## src/hpt_pkg.sv

```systemverilog
/*
 * Package of the haptic playback trigger and timing block: register map,
 * reset values, mode codes, timing constants and the segment carrier.
 * Assumes a 10 MHz system clock.
 */
package hpt_pkg;

	// ==========================================================
	// Register offsets
	localparam logic [7:0] ADDR_MODE     = 8'h01;
	localparam logic [7:0] ADDR_SLOT0    = 8'h04;
	localparam logic [7:0] ADDR_SLOT7    = 8'h0B;
	localparam logic [7:0] ADDR_FIRE     = 8'h0C;
	localparam logic [7:0] ADDR_OD_ADJ   = 8'h0D;
	localparam logic [7:0] ADDR_PS_ADJ   = 8'h0E;
	localparam logic [7:0] ADDR_NS_ADJ   = 8'h0F;

	// ==========================================================
	// Field positions and reset values
	localparam int         FIRE_BIT      = 0;
	localparam int         WAIT_BIT      = 7;
	localparam int         SLOT_COUNT    = 8;
	localparam logic [7:0] RST_ADJ       = 8'h00;
	localparam logic [7:0] RST_SLOT      = 8'h00;
	localparam logic [2:0] RST_MODE      = 3'h0;

	// ==========================================================
	// Operating-select codes
	localparam logic [2:0] MODE_SW       = 3'h0;
	localparam logic [2:0] MODE_EXT_EDGE = 3'h1;
	localparam logic [2:0] MODE_EXT_LVL  = 3'h2;
	localparam logic [2:0] MODE_DIAG     = 3'h6;
	localparam logic [2:0] MODE_CAL      = 3'h7;

	// ==========================================================
	// Timing
	localparam int CLK_HZ        = 10_000_000;
	localparam int STEP_MS       = 5;
	localparam int WAIT_MS       = 10;
	localparam int STEP_CYCLES   = CLK_HZ / 1000 * STEP_MS;
	localparam int WAIT_CYCLES   = CLK_HZ / 1000 * WAIT_MS;

	// ==========================================================
	// Library segment carrier and register request
	typedef struct packed {
		logic signed [7:0] amp;
		logic        [7:0] dur;
		logic              last;
	} hpt_seg_t;

	typedef struct packed {
		logic       wr;
		logic       rd;
		logic [7:0] addr;
		logic [7:0] wdata;
	} hpt_reg_req_t;

endpackage

```

## src/hpt_top.sv

```systemverilog
/*
 * Playback fire control, waveform sequencer walk and segment time offsets, overdrive in open loop only.
 * Assumes a register port behind the serial interface, a waveform library
 * that answers a request with segments plus the peak amplitude, and
 * calibration and diagnostic engines that report completion.
 */
// How it works
// Writing one to the fire bit starts the process that the mode picks.
// In sequencer modes the fire bit plays the identifiers in the slots.
// The fire bit reads one while playing and drops by itself at the end.
// Writing zero to the fire bit during playback aborts the sequence.
// In external trigger modes the trigger pin sets or clears the fire bit.
// Calibration and diagnostic modes launch their procedure instead.
// The overdrive offset is signed and adds 5 ms per count to overdrive.
// The segment whose amplitude equals the waveform peak is overdrive.
// The overdrive offset only applies in open loop and is ignored else.
// Other positive segments are positive sustain.
// The positive sustain offset is signed and moves it 5 ms per count.
// Other negative segments are negative sustain.
// The negative sustain offset is signed and moves it 5 ms per count.
// Slots play in order and stop at a zero identifier or after eight.
// A slot with its wait flag idles for 10 ms times its seven-bit value, or 10 ms when that value is zero.
// A negative offset longer than the segment clamps it to zero.
`timescale 1ns/1ps
module hpt_top #(
	parameter int STEP_CYC = hpt_pkg::STEP_CYCLES,
	parameter int WAIT_CYC = hpt_pkg::WAIT_CYCLES
) (
	input  wire logic              clk_i,
	input  wire logic              reset_n_i,
	input  wire hpt_pkg::hpt_reg_req_t reg_req_i,
	output logic            [7:0]  reg_rdata_o,
	input  wire logic              trig_i,
	input  wire logic              open_loop_i,
	output logic                   lib_req_o,
	output logic            [6:0]  lib_id_o,
	input  wire logic              lib_valid_i,
	input  wire hpt_pkg::hpt_seg_t lib_seg_i,
	input  wire logic signed [7:0] lib_peak_i,
	output logic signed     [7:0]  drive_o,
	output logic                   cal_start_o,
	output logic                   diag_start_o,
	input  wire logic              proc_done_i
);

	typedef enum logic [2:0] {
		ST_IDLE, ST_SLOT, ST_SEG, ST_HOLD, ST_WAIT, ST_PROC
	} hpt_state_t;

	hpt_state_t        state_reg;
	logic [7:0]        slot_reg [hpt_pkg::SLOT_COUNT];
	logic [2:0]        mode_reg;
	logic signed [7:0] od_adj_reg;
	logic signed [7:0] ps_adj_reg;
	logic signed [7:0] ns_adj_reg;
	logic              fire_reg;
	logic [3:0]        idx_reg;
	logic [16:0]       tick_reg;
	logic [9:0]        units_reg;
	logic [2:0]        trig_sync_reg;
	logic              trig_reg;
	logic              trig_prev_reg;
	logic              fire_wr;
	logic              fire_set;
	logic              fire_clr;
	logic              done;
	logic [7:0]        entry;
	logic signed [7:0] seg_adj;
	logic signed [9:0] seg_sum;
	logic [9:0]        seg_units;
	logic              ext_mode;

	// ==========================================================
	// Trigger pin synchroniser
	always_ff @(posedge clk_i or negedge reset_n_i) begin
		if (!reset_n_i) begin
			trig_sync_reg <= 3'h0;
			trig_reg      <= 1'b0;
			trig_prev_reg <= 1'b0;
		end else begin
			trig_sync_reg <= {trig_sync_reg[1:0], trig_i};
			if (trig_sync_reg[1] == trig_sync_reg[2])
				trig_reg <= trig_sync_reg[2];
			trig_prev_reg <= trig_reg;
		end
	end

	// ==========================================================
	// Register writes
	always_ff @(posedge clk_i or negedge reset_n_i) begin
		if (!reset_n_i) begin
			mode_reg   <= hpt_pkg::RST_MODE;
			od_adj_reg <= hpt_pkg::RST_ADJ;
			ps_adj_reg <= hpt_pkg::RST_ADJ;
			ns_adj_reg <= hpt_pkg::RST_ADJ;
			for (int i = 0; i < hpt_pkg::SLOT_COUNT; i++)
				slot_reg[i] <= hpt_pkg::RST_SLOT;
		end else if (reg_req_i.wr) begin
			unique case (reg_req_i.addr)
				hpt_pkg::ADDR_MODE:   mode_reg   <= reg_req_i.wdata[2:0];
				hpt_pkg::ADDR_OD_ADJ: od_adj_reg <= reg_req_i.wdata;
				hpt_pkg::ADDR_PS_ADJ: ps_adj_reg <= reg_req_i.wdata;
				hpt_pkg::ADDR_NS_ADJ: ns_adj_reg <= reg_req_i.wdata;
				default: begin
					if (reg_req_i.addr >= hpt_pkg::ADDR_SLOT0 &&
					    reg_req_i.addr <= hpt_pkg::ADDR_SLOT7)
						slot_reg[reg_req_i.addr[2:0] - 3'h4] <= reg_req_i.wdata;
				end
			endcase
		end
	end

	// ==========================================================
	// Register reads
	always_ff @(posedge clk_i or negedge reset_n_i) begin
		if (!reset_n_i) begin
			reg_rdata_o <= 8'h00;
		end else if (reg_req_i.rd) begin
			unique case (reg_req_i.addr)
				hpt_pkg::ADDR_MODE:   reg_rdata_o <= {5'h00, mode_reg};
				hpt_pkg::ADDR_FIRE:   reg_rdata_o <= {7'h00, fire_reg};
				hpt_pkg::ADDR_OD_ADJ: reg_rdata_o <= od_adj_reg;
				hpt_pkg::ADDR_PS_ADJ: reg_rdata_o <= ps_adj_reg;
				hpt_pkg::ADDR_NS_ADJ: reg_rdata_o <= ns_adj_reg;
				default: begin
					if (reg_req_i.addr >= hpt_pkg::ADDR_SLOT0 &&
					    reg_req_i.addr <= hpt_pkg::ADDR_SLOT7)
						reg_rdata_o <= slot_reg[reg_req_i.addr[2:0] - 3'h4];
					else
						reg_rdata_o <= 8'h00;
				end
			endcase
		end
	end

	// ==========================================================
	// Fire bit
	assign ext_mode = (mode_reg == hpt_pkg::MODE_EXT_EDGE) ||
	                  (mode_reg == hpt_pkg::MODE_EXT_LVL);
	assign fire_wr  = reg_req_i.wr && reg_req_i.addr == hpt_pkg::ADDR_FIRE;
	always_comb begin
		fire_set = fire_wr && reg_req_i.wdata[hpt_pkg::FIRE_BIT];
		fire_clr = (fire_wr && !reg_req_i.wdata[hpt_pkg::FIRE_BIT]) || done;
		if (mode_reg == hpt_pkg::MODE_EXT_EDGE && trig_reg && !trig_prev_reg)
			fire_set = 1'b1;
		if (mode_reg == hpt_pkg::MODE_EXT_LVL) begin
			fire_set = fire_set || (trig_reg && !trig_prev_reg);
			fire_clr = fire_clr || (!trig_reg && trig_prev_reg);
		end
	end

	always_ff @(posedge clk_i or negedge reset_n_i) begin
		if (!reset_n_i)
			fire_reg <= 1'b0;
		else if (fire_set)
			fire_reg <= 1'b1;
		else if (fire_clr)
			fire_reg <= 1'b0;
	end

	// ==========================================================
	// Segment classification and offset
	always_comb begin
		if (lib_seg_i.amp == lib_peak_i)
			seg_adj = open_loop_i ? od_adj_reg : 8'sh00;
		else if (lib_seg_i.amp > 8'sh00)
			seg_adj = ps_adj_reg;
		else if (lib_seg_i.amp < 8'sh00)
			seg_adj = ns_adj_reg;
		else
			seg_adj = 8'sh00;
		seg_sum   = $signed({2'b00, lib_seg_i.dur}) + 10'(seg_adj);
		seg_units = seg_sum[9] ? 10'h000 : seg_sum;
	end

	// ==========================================================
	// Playback engine
	assign entry = (idx_reg < 4'(hpt_pkg::SLOT_COUNT)) ?
	               slot_reg[idx_reg[2:0]] : 8'h00;
	assign done  = (state_reg == ST_SLOT && entry == 8'h00) ||
	               (state_reg == ST_PROC && proc_done_i);

	always_ff @(posedge clk_i or negedge reset_n_i) begin
		if (!reset_n_i) begin
			state_reg    <= ST_IDLE;
			idx_reg      <= 4'h0;
			tick_reg     <= 17'h0_0000;
			units_reg    <= 10'h000;
			lib_req_o    <= 1'b0;
			lib_id_o     <= 7'h00;
			drive_o      <= 8'sh00;
			cal_start_o  <= 1'b0;
			diag_start_o <= 1'b0;
		end else begin
			lib_req_o    <= 1'b0;
			cal_start_o  <= 1'b0;
			diag_start_o <= 1'b0;
			if (!fire_reg && state_reg != ST_IDLE) begin
				state_reg <= ST_IDLE;
				drive_o   <= 8'sh00;
			end else begin
				unique case (state_reg)
					ST_IDLE: if (fire_reg) begin
						idx_reg <= 4'h0;
						if (mode_reg == hpt_pkg::MODE_CAL) begin
							cal_start_o <= 1'b1;
							state_reg   <= ST_PROC;
						end else if (mode_reg == hpt_pkg::MODE_DIAG) begin
							diag_start_o <= 1'b1;
							state_reg    <= ST_PROC;
						end else begin
							state_reg <= ST_SLOT;
						end
					end
					ST_SLOT: begin
						drive_o <= 8'sh00;
						if (entry == 8'h00) begin
							state_reg <= ST_IDLE;
						end else if (entry[hpt_pkg::WAIT_BIT]) begin
							units_reg <= {3'h0, entry[6:0]};
							tick_reg  <= 17'(WAIT_CYC - 1);
							state_reg <= ST_WAIT;
						end else begin
							lib_req_o <= 1'b1;
							lib_id_o  <= entry[6:0];
							state_reg <= ST_SEG;
						end
					end
					ST_SEG: if (lib_valid_i) begin
						if (seg_units != 10'h000) begin
							drive_o   <= lib_seg_i.amp;
							units_reg <= seg_units;
							tick_reg  <= 17'(STEP_CYC - 1);
							state_reg <= ST_HOLD;
						end else if (lib_seg_i.last) begin
							idx_reg   <= idx_reg + 4'h1;
							state_reg <= ST_SLOT;
						end
					end
					ST_HOLD, ST_WAIT: begin
						if (tick_reg != 17'h0_0000) begin
							tick_reg <= tick_reg - 17'h0_0001;
						end else if (units_reg > 10'h001) begin
							units_reg <= units_reg - 10'h001;
							tick_reg  <= (state_reg == ST_WAIT) ?
							             17'(WAIT_CYC - 1) : 17'(STEP_CYC - 1);
						end else if (state_reg == ST_HOLD && !lib_seg_i.last) begin
							drive_o   <= 8'sh00;
							state_reg <= ST_SEG;
						end else begin
							units_reg <= 10'h000;
							drive_o   <= 8'sh00;
							idx_reg   <= idx_reg + 4'h1;
							state_reg <= ST_SLOT;
						end
					end
					ST_PROC: if (proc_done_i)
						state_reg <= ST_IDLE;
				endcase
			end
		end
	end
endmodule // hpt_top

```

## config.mk

```make
export PLATFORM = sky130hd
export DESIGN_NAME = hpt_top
export DESIGN_NICKNAME = d
export VERILOG_FILES = /design/src/hpt_pkg.sv /design/src/hpt_top.sv
export SDC_FILE = /design/constraint.sdc
export NUM_CORES = 1
export LEC_CHECK = 0
export BUFFER_PORTS_ARGS = -buffer_cell sky130_fd_sc_hd__clkbuf_2
export CAP_MARGIN = 20
export CORE_ASPECT_RATIO = 0.8
export CORE_MARGIN = 2
export CORE_UTILIZATION = 40
export DETAILED_ROUTE_END_ITERATION = 8
export GPL_TIMING_DRIVEN = 1
export PLACE_DENSITY = 0.59
export SKIP_LAST_GASP = 1
export SLEW_MARGIN = 20
export SYNTH_ARGS = -nofsm -noshare
export SYNTH_HDL_FRONTEND = slang
export SYNTH_SLANG_ARGS = --single-unit
```

## constraint.sdc

```tcl
create_clock -name clk_i -period 5 [get_ports clk_i]
set_input_delay 0.25 -clock clk_i [delete_from_list [all_inputs] [get_ports clk_i]]
set_output_delay 0.25 -clock clk_i [all_outputs]
set_load 0.05 [all_outputs]
```

; Yosys cells after proc, flatten, opt, wreduce, memory -nomap -nowiden
; Cells that the tools add are included.
[totals]
register_bits = 157
latch_bits = 0
mem_bits_rw = 0
romBits = 0
input_bits = 49
elab_cells = 204
n_memories = 0
[op_classes]
addsub = 5
n_mul = 0
div = 0
order_cmp = 9
n_eq_ne = 35
n_shift = 0
n_mux = 79
n_bitwise = 6
reduce_logical = 44
[ops]
columns = operator, count
row1 = two-way mux 8 bit, 16
row2 = two-way mux 17 bit, 7
row3 = two-way mux 10 bit, 7
row4 = bitwise mux 64 bit, 1
row5 = one-hot mux 17 bit (3 select lines), 1
row6 = binary-select mux 8 bit (select 3 bit), 2
row7 = one-hot mux 8 bit (5 select lines), 1
row8 = two-way mux 3 bit, 12
row9 = "equality test 8 x 4 -> 1 bit, second input constant", 4
row10 = one-hot mux 10 bit (3 select lines), 1
row11 = two-way mux 4 bit, 7
row12 = demux 8 bit (select 3 bit), 1
row13 = one-hot mux 8 bit (3 select lines), 1
row14 = "inequality test 3 bit, second input constant", 7
row15 = "inequality test 2 bit, second input constant", 10
row16 = two-way mux 1 bit, 18
row17 = nonzero test 17 bit, 1
row18 = "subtractor 17 x 1 -> 17 bit, second input constant", 1
row19 = one-hot mux 3 bit (5 select lines), 1
row20 = logical AND 1 bit, 13
row21 = "equality test 3 bit, second input constant", 4
row22 = one-hot mux 4 bit (3 select lines), 1
row23 = adder 9 x 8 -> 10 bit, 1
row24 = "greater-than comparator 10 x 1 -> 1 bit, second input constant", 1
row25 = other kinds (39), 59

; Depth between registers and ports, before layout
[depth]
ltp_word = 13
ltp_mapped = 18
mapped_depth_nobuf = 16

; Least setup slack after synthesis
; Ideal clock, no wire load.
[synth_path]
kind = in2reg
from = input port lib_seg_i[9] (netlist name)
to = register units_reg[1]
arrival_ns = 3.671
required_time_ns = 4.875
slack_ns = 1.204
stages = 18
path_cell_list = xnor2_1 > nand4_1 > nor2_2 > clkbuf_1 > a221oi_1 > a21oi_1 > ha_1 > inv_1 > fa_1 > xnor2_1 > nor4b_1 > mux2i_1 > nor4_2 > a311o_1 > a31oi_4 > and2_1 > buf_6 > mux2_4
[synth_via]
elab_chain_cells = 9
[synth_lines]
columns = item, line_no
row1 = from (decl), hpt_top.sv:38  ; input wire hpt_pkg::hpt_seg_t lib_seg_i,
row2 = less-than comparator 8 x 1 -> 1 bit, hpt_top.sv:168  ; else if (lib_seg_i.amp < 8'sh00)
row3 = two-way mux 8 bit, hpt_top.sv:168
row4 = two-way mux 8 bit, hpt_top.sv:166  ; else if (lib_seg_i.amp > 8'sh00)
row5 = two-way mux 8 bit (*), hpt_top.sv:164  ; if (lib_seg_i.amp == lib_peak_i)
row6 = adder 9 x 8 -> 10 bit (*), hpt_top.sv:172  ; seg_sum = $signed({2'b00, lib_seg_i.dur}) + 10'(seg_adj);
row7 = two-way mux 9 bit (*), hpt_top.sv:173  ; seg_units = seg_sum[9] ? 10'h000 : seg_sum;
row8 = nonzero test 10 bit / two-way mux 10 bit (equally long branches), hpt_top.sv:230  ; if (seg_units != 10'h000) begin
row9 = inequality test 2 bit (no source line) / two-way mux 10 bit (equally long branches), --
row10 = AND reduction 8 bit (no source line) / one-hot mux 10 bit (3 select lines) (equally long branches), --
row11 = to (signal assigned), hpt_top.sv:220  ; units_reg <= {3'h0, entry[6:0]};
row12 = to (signal assigned), hpt_top.sv:232  ; units_reg <= seg_units;
row13 = to (signal assigned), hpt_top.sv:244  ; units_reg <= units_reg - 10'h001;
row14 = to (decl), hpt_top.sv:59  ; logic [9:0] units_reg;
; Every way passes the cells marked *; elsewhere a longest branch is shown, timed or not. The select of a mux whose other input is x is not followed.
; A chain may end at the register's enable or synchronous reset.

; Final worst setup path
[layout_path]
from = input port lib_seg_i[16] (netlist name)
to = register tick_reg[8]
[layout_via]
elab_chain_cells = 9
[layout_lines]
columns = item, line_no
row1 = less-than comparator 8 x 1 -> 1 bit, hpt_top.sv:168
row2 = two-way mux 8 bit, hpt_top.sv:168
row3 = two-way mux 8 bit, hpt_top.sv:166
row4 = two-way mux 8 bit (*), hpt_top.sv:164
row5 = adder 9 x 8 -> 10 bit (*), hpt_top.sv:172
row6 = two-way mux 9 bit (*), hpt_top.sv:173
row7 = nonzero test 10 bit (*), hpt_top.sv:230
row8 = inequality test 2 bit (no source line) (*), --
row9 = AND reduction 7 bit (no source line) (*), --
row10 = to (signal assigned), hpt_top.sv:233  ; tick_reg <= 17'(STEP_CYC - 1);
row11 = to (signal assigned), hpt_top.sv:242  ; tick_reg <= tick_reg - 17'h0_0001;
row12 = to (signal assigned), hpt_top.sv:245  ; tick_reg <= (state_reg == ST_WAIT) ?
row13 = to (decl), hpt_top.sv:58  ; logic [16:0] tick_reg;
; Every way passes the cells marked *; elsewhere a longest branch is shown, timed or not.

==> summary.txt <==
Die ar.: 0.02450 mm^2
Startpoint Class: input port
Hold_buf cts: 2
Fin crit share: 85.00%
CP peak stage delay: 0.87 ns
R2R Setup Slk: 1.04 ns
Gpl congestion: 0.8793
Commonest non-fill, non-tap cells in the layout: dfrtp_1, mux2_2, clkbuf_2
Port Buffers: 74
Max Cap Viol: 0
Sw frac: 31.89%
Synth Flop Type: dfrtp_1
DP Cell Count: 1171
Net Count, Synth: 897
Slew @ Worst Pin: 1.035 ns
Max-slew violation count: 0
Clock network power share: 37.4%
Post-synthesis cell type count: 91
Global route overflow: 0
Seq cells post-synth: 157
Layout cells sized above 1: 29.37%
CTS tree: done
Site Rows: 49
Setup slack after layout: 0.7498 ns
Final wirelength: 24920 um
GRT Total Usage: 21.05%
Syn. warnings: 0
Total negative slack: 0 ns
Cell Area, Synth: 0.009303 mm^2
Hold Violations, Final: 0
Clock Sinks: 157
Slew HR: 30.48%
RSZ-0062 raised after global routing: false
Internal Pwr Total: 2.331 mW
Clk_skew: 0.01294 ns
Drt wl/cell: 20.68 um
Crit path DAT: 4.57 ns
Crit path required time: 5.32 ns
Max Fclk: 235.3 MHz
Clock Tree Buf Depth: 2
Nets: 949
Worst R2R Start: ns_adj_reg[5]$_DFFE_PN0P_
Hold Startpoint: lib_seg_i[15]
Core box area: 0.02268 mm^2
Reg2reg path depth: 11
Skew-Pair Late Insertion Delay: 0.43 ns
Vias in the first global route: 6963
Setup CP Type: in -> reg
Pwr Total: 3.423 mW
Crit Reg-Reg Endpoint: tick_reg[8]$_DFFE_PN0P_
Fill cells: 2156
CP max stage cell: a31oi_2
Final core utilization: 45.97%
Most frequent CP cell: xnor2_1
Routed vias/inst: 5.905
Worst Hold Class: in -> reg
Hold endpoint: drive_o[6]$_DFFE_PN0P_
Crit path time final: 4.250 ns
Global-route wire length before repair: 40260 um
Worst path depth: 17
Pre-CTS setup slack: 0.3895 ns
Worst Hold Depth: 3
Initial antenna violation count: 1
Family with the most delay on the worst path: compound AO/OA/AOI/OAI gates
Die X: 174.5 um
Via count: 7116
Cell Count, Final, Fillers Out: 1205
Htree depth: 4
Post_cts resized: 0
Largest net degree at the start of global routing: 65
PD cells: 328.2 mW/mm^2
Initial Utilization: 41.01%
P&R area growth vs syn: 12.11%
Comb power frac: 19.9%
IO Pins: 75
Pre-antenna DRT Iters: 8
Drt drc: 0
VDD IR max: 0.0002236 V
Die height: 140.4 um
Post-route ant nets: 0
Max reg flops: 64
Crit path cell chain: clkbuf_2, xnor2_1, nand4_1, nor2_2, a221oi_1, a21oi_1, ha_1, inv_1, fa_1, xnor2_1, nor4b_1, mux2i_1, nor4_2, a211o_1, a31oi_2, o21ai_0, a22o_1
Dpl hpwl: 17780 um
Antenna Diode Count: 0
Number of clock buffers inserted by TritonCTS: 17
EDFF count, synth: 0
DR iter-0 viols: 777
Switching power: 1.091 mW
Seq pwr share: 42.8%
Clock-pin slew on the worst setup and hold paths: 0.07 ns
Bufs and invs on worst path: 2
Status: finished, final reports clean
Leakage power: 4.737 nW
Syn Area/Cell: 11.15 um^2
Synth Instances: 834
Crit. End Element: flip-flop
Clk Tree Root Cell: clkbuf_16
Crit-path max FO: 23
FFs w/ async S/R, synth: 100.0%
Commonest non-fill, non-tap cell in the layout: dfrtp_1
Setup Fix Bufs, Post-CTS: 0
Setup Viol. Count Final: 0
Sequential fraction of the synthesis area: 42.23%
==> cell families (layout without fill, tap and decap cells) <==
group / after synthesis / count (layout) / share of synthesized area (%)
adders and majority gates: 15 / 15 / 2.071
AOI/OAI and AO/OA: 182 / 182 / 14.61
buffers and inverters: 73 / 138 / 3.833
and+or+nand+nor: 229 / 229 / 12.75
DFF: 157 / 157 / 42.23
xor gates and xnor gates: 19 / 19 / 1.789
muxes: 159 / 159 / 22.72
==> worst max path at each step <==
stage	startpoint	end	slack, ns
final	lib_seg_i[16]	tick_reg[8]$_DFFE_PN0P_	0.75
after global routing	lib_seg_i[16]	tick_reg[8]$_DFFE_PN0P_	0.34
after CTS	lib_seg_i[16]	tick_reg[8]$_DFFE_PN0P_	0.82
after detailed placement	lib_seg_i[16]	tick_reg[6]$_DFFE_PN0P_	0.39
after global placement	lib_seg_i[16]	tick_reg[6]$_DFFE_PN0P_	0.54
after floorplan	lib_seg_i[9]	units_reg[1]$_DFFE_PN0P_	1.20
==> synthesized netlist by cell type, types with 9 or more instances <==
cell type | count | share of area (%)
dfrtp_1 | 157 | 42
mux2_2 | 102 | 12
nand2_1 | 66 | 2.7
nor2_1 | 46 | 1.9
a21oi_1 | 34 | 1.8
clkbuf_1 | 31 | 1.3
o21ai_0 | 27 | 1.5
nor3_1 | 23 | 1.2
inv_1 | 21 | 0.85
mux2i_1 | 21 | 2.3
mux4_2 | 17 | 4.1
nand3_1 | 17 | 0.91
ha_1 | 13 | 1.7
xnor2_1 | 13 | 1.2
a222oi_1 | 10 | 1.1
mux2_4 | 10 | 1.6
a21o_1 | 9 | 0.73
a31oi_1 | 9 | 0.61
==> stage by stage <==
step | instance area [um^2] | hold WS [ns]
floorplan | 9303 | -0.04559
global placement | 9844 | 0.2415
detailed placement | 9844 | 0.2350
CTS | 10430 | 0.06999
global route | 10430 | 0.08909
finish | 10430 | 0.08731
==> final cells by class <==
type                       instances  area (um^2)  share of cell area, %
clock inverter                    12        127.6                  1.224
clock buffer                      20        436.7                  4.187
sequential                       157         3929                  37.67
inverter                          23        86.33                 0.8278
tap                              306        382.9                  3.671
multi-input combinational        604         5017                  48.11
timing repair buffer              83        449.2                  4.307
==> metal layers <==
| layer | vias up | part of all wire (%) | GRT usage (%) |
|---|---|---|---|
| met3 | 25 | 6.6 | 4.642 |
| li1 | 3274 | - | - |
| met5 | - | 0 | 0 |
| met4 | 0 | 1.4 | 5.395 |
| met2 | 259 | 43 | 30.41 |
| met1 | 3558 | 49 | 31.86 |
==> power groups by stage <==
stage          sequential (mW)  clock (mW)  combinational (mW)
2_1_floorplan             1.44           0               0.526
3_3_place_gp              1.48           0               0.668
3_5_place_dp              1.48           0               0.670
4_1_cts                   1.46        1.30               0.676
5_1_grt                   1.48        1.37               0.749
6_report                  1.46        1.28               0.679
==> worst reg2reg max path, delay by kind of cell (launching register included) <==
family | cells | cell delay (ns)
compound gates | 7 | 2.27
fa+ha+maj | 1 | 0.50
flops | 1 | 0.40
simple gates | 3 | 0.69
Power figures use the tool's default switching activity.
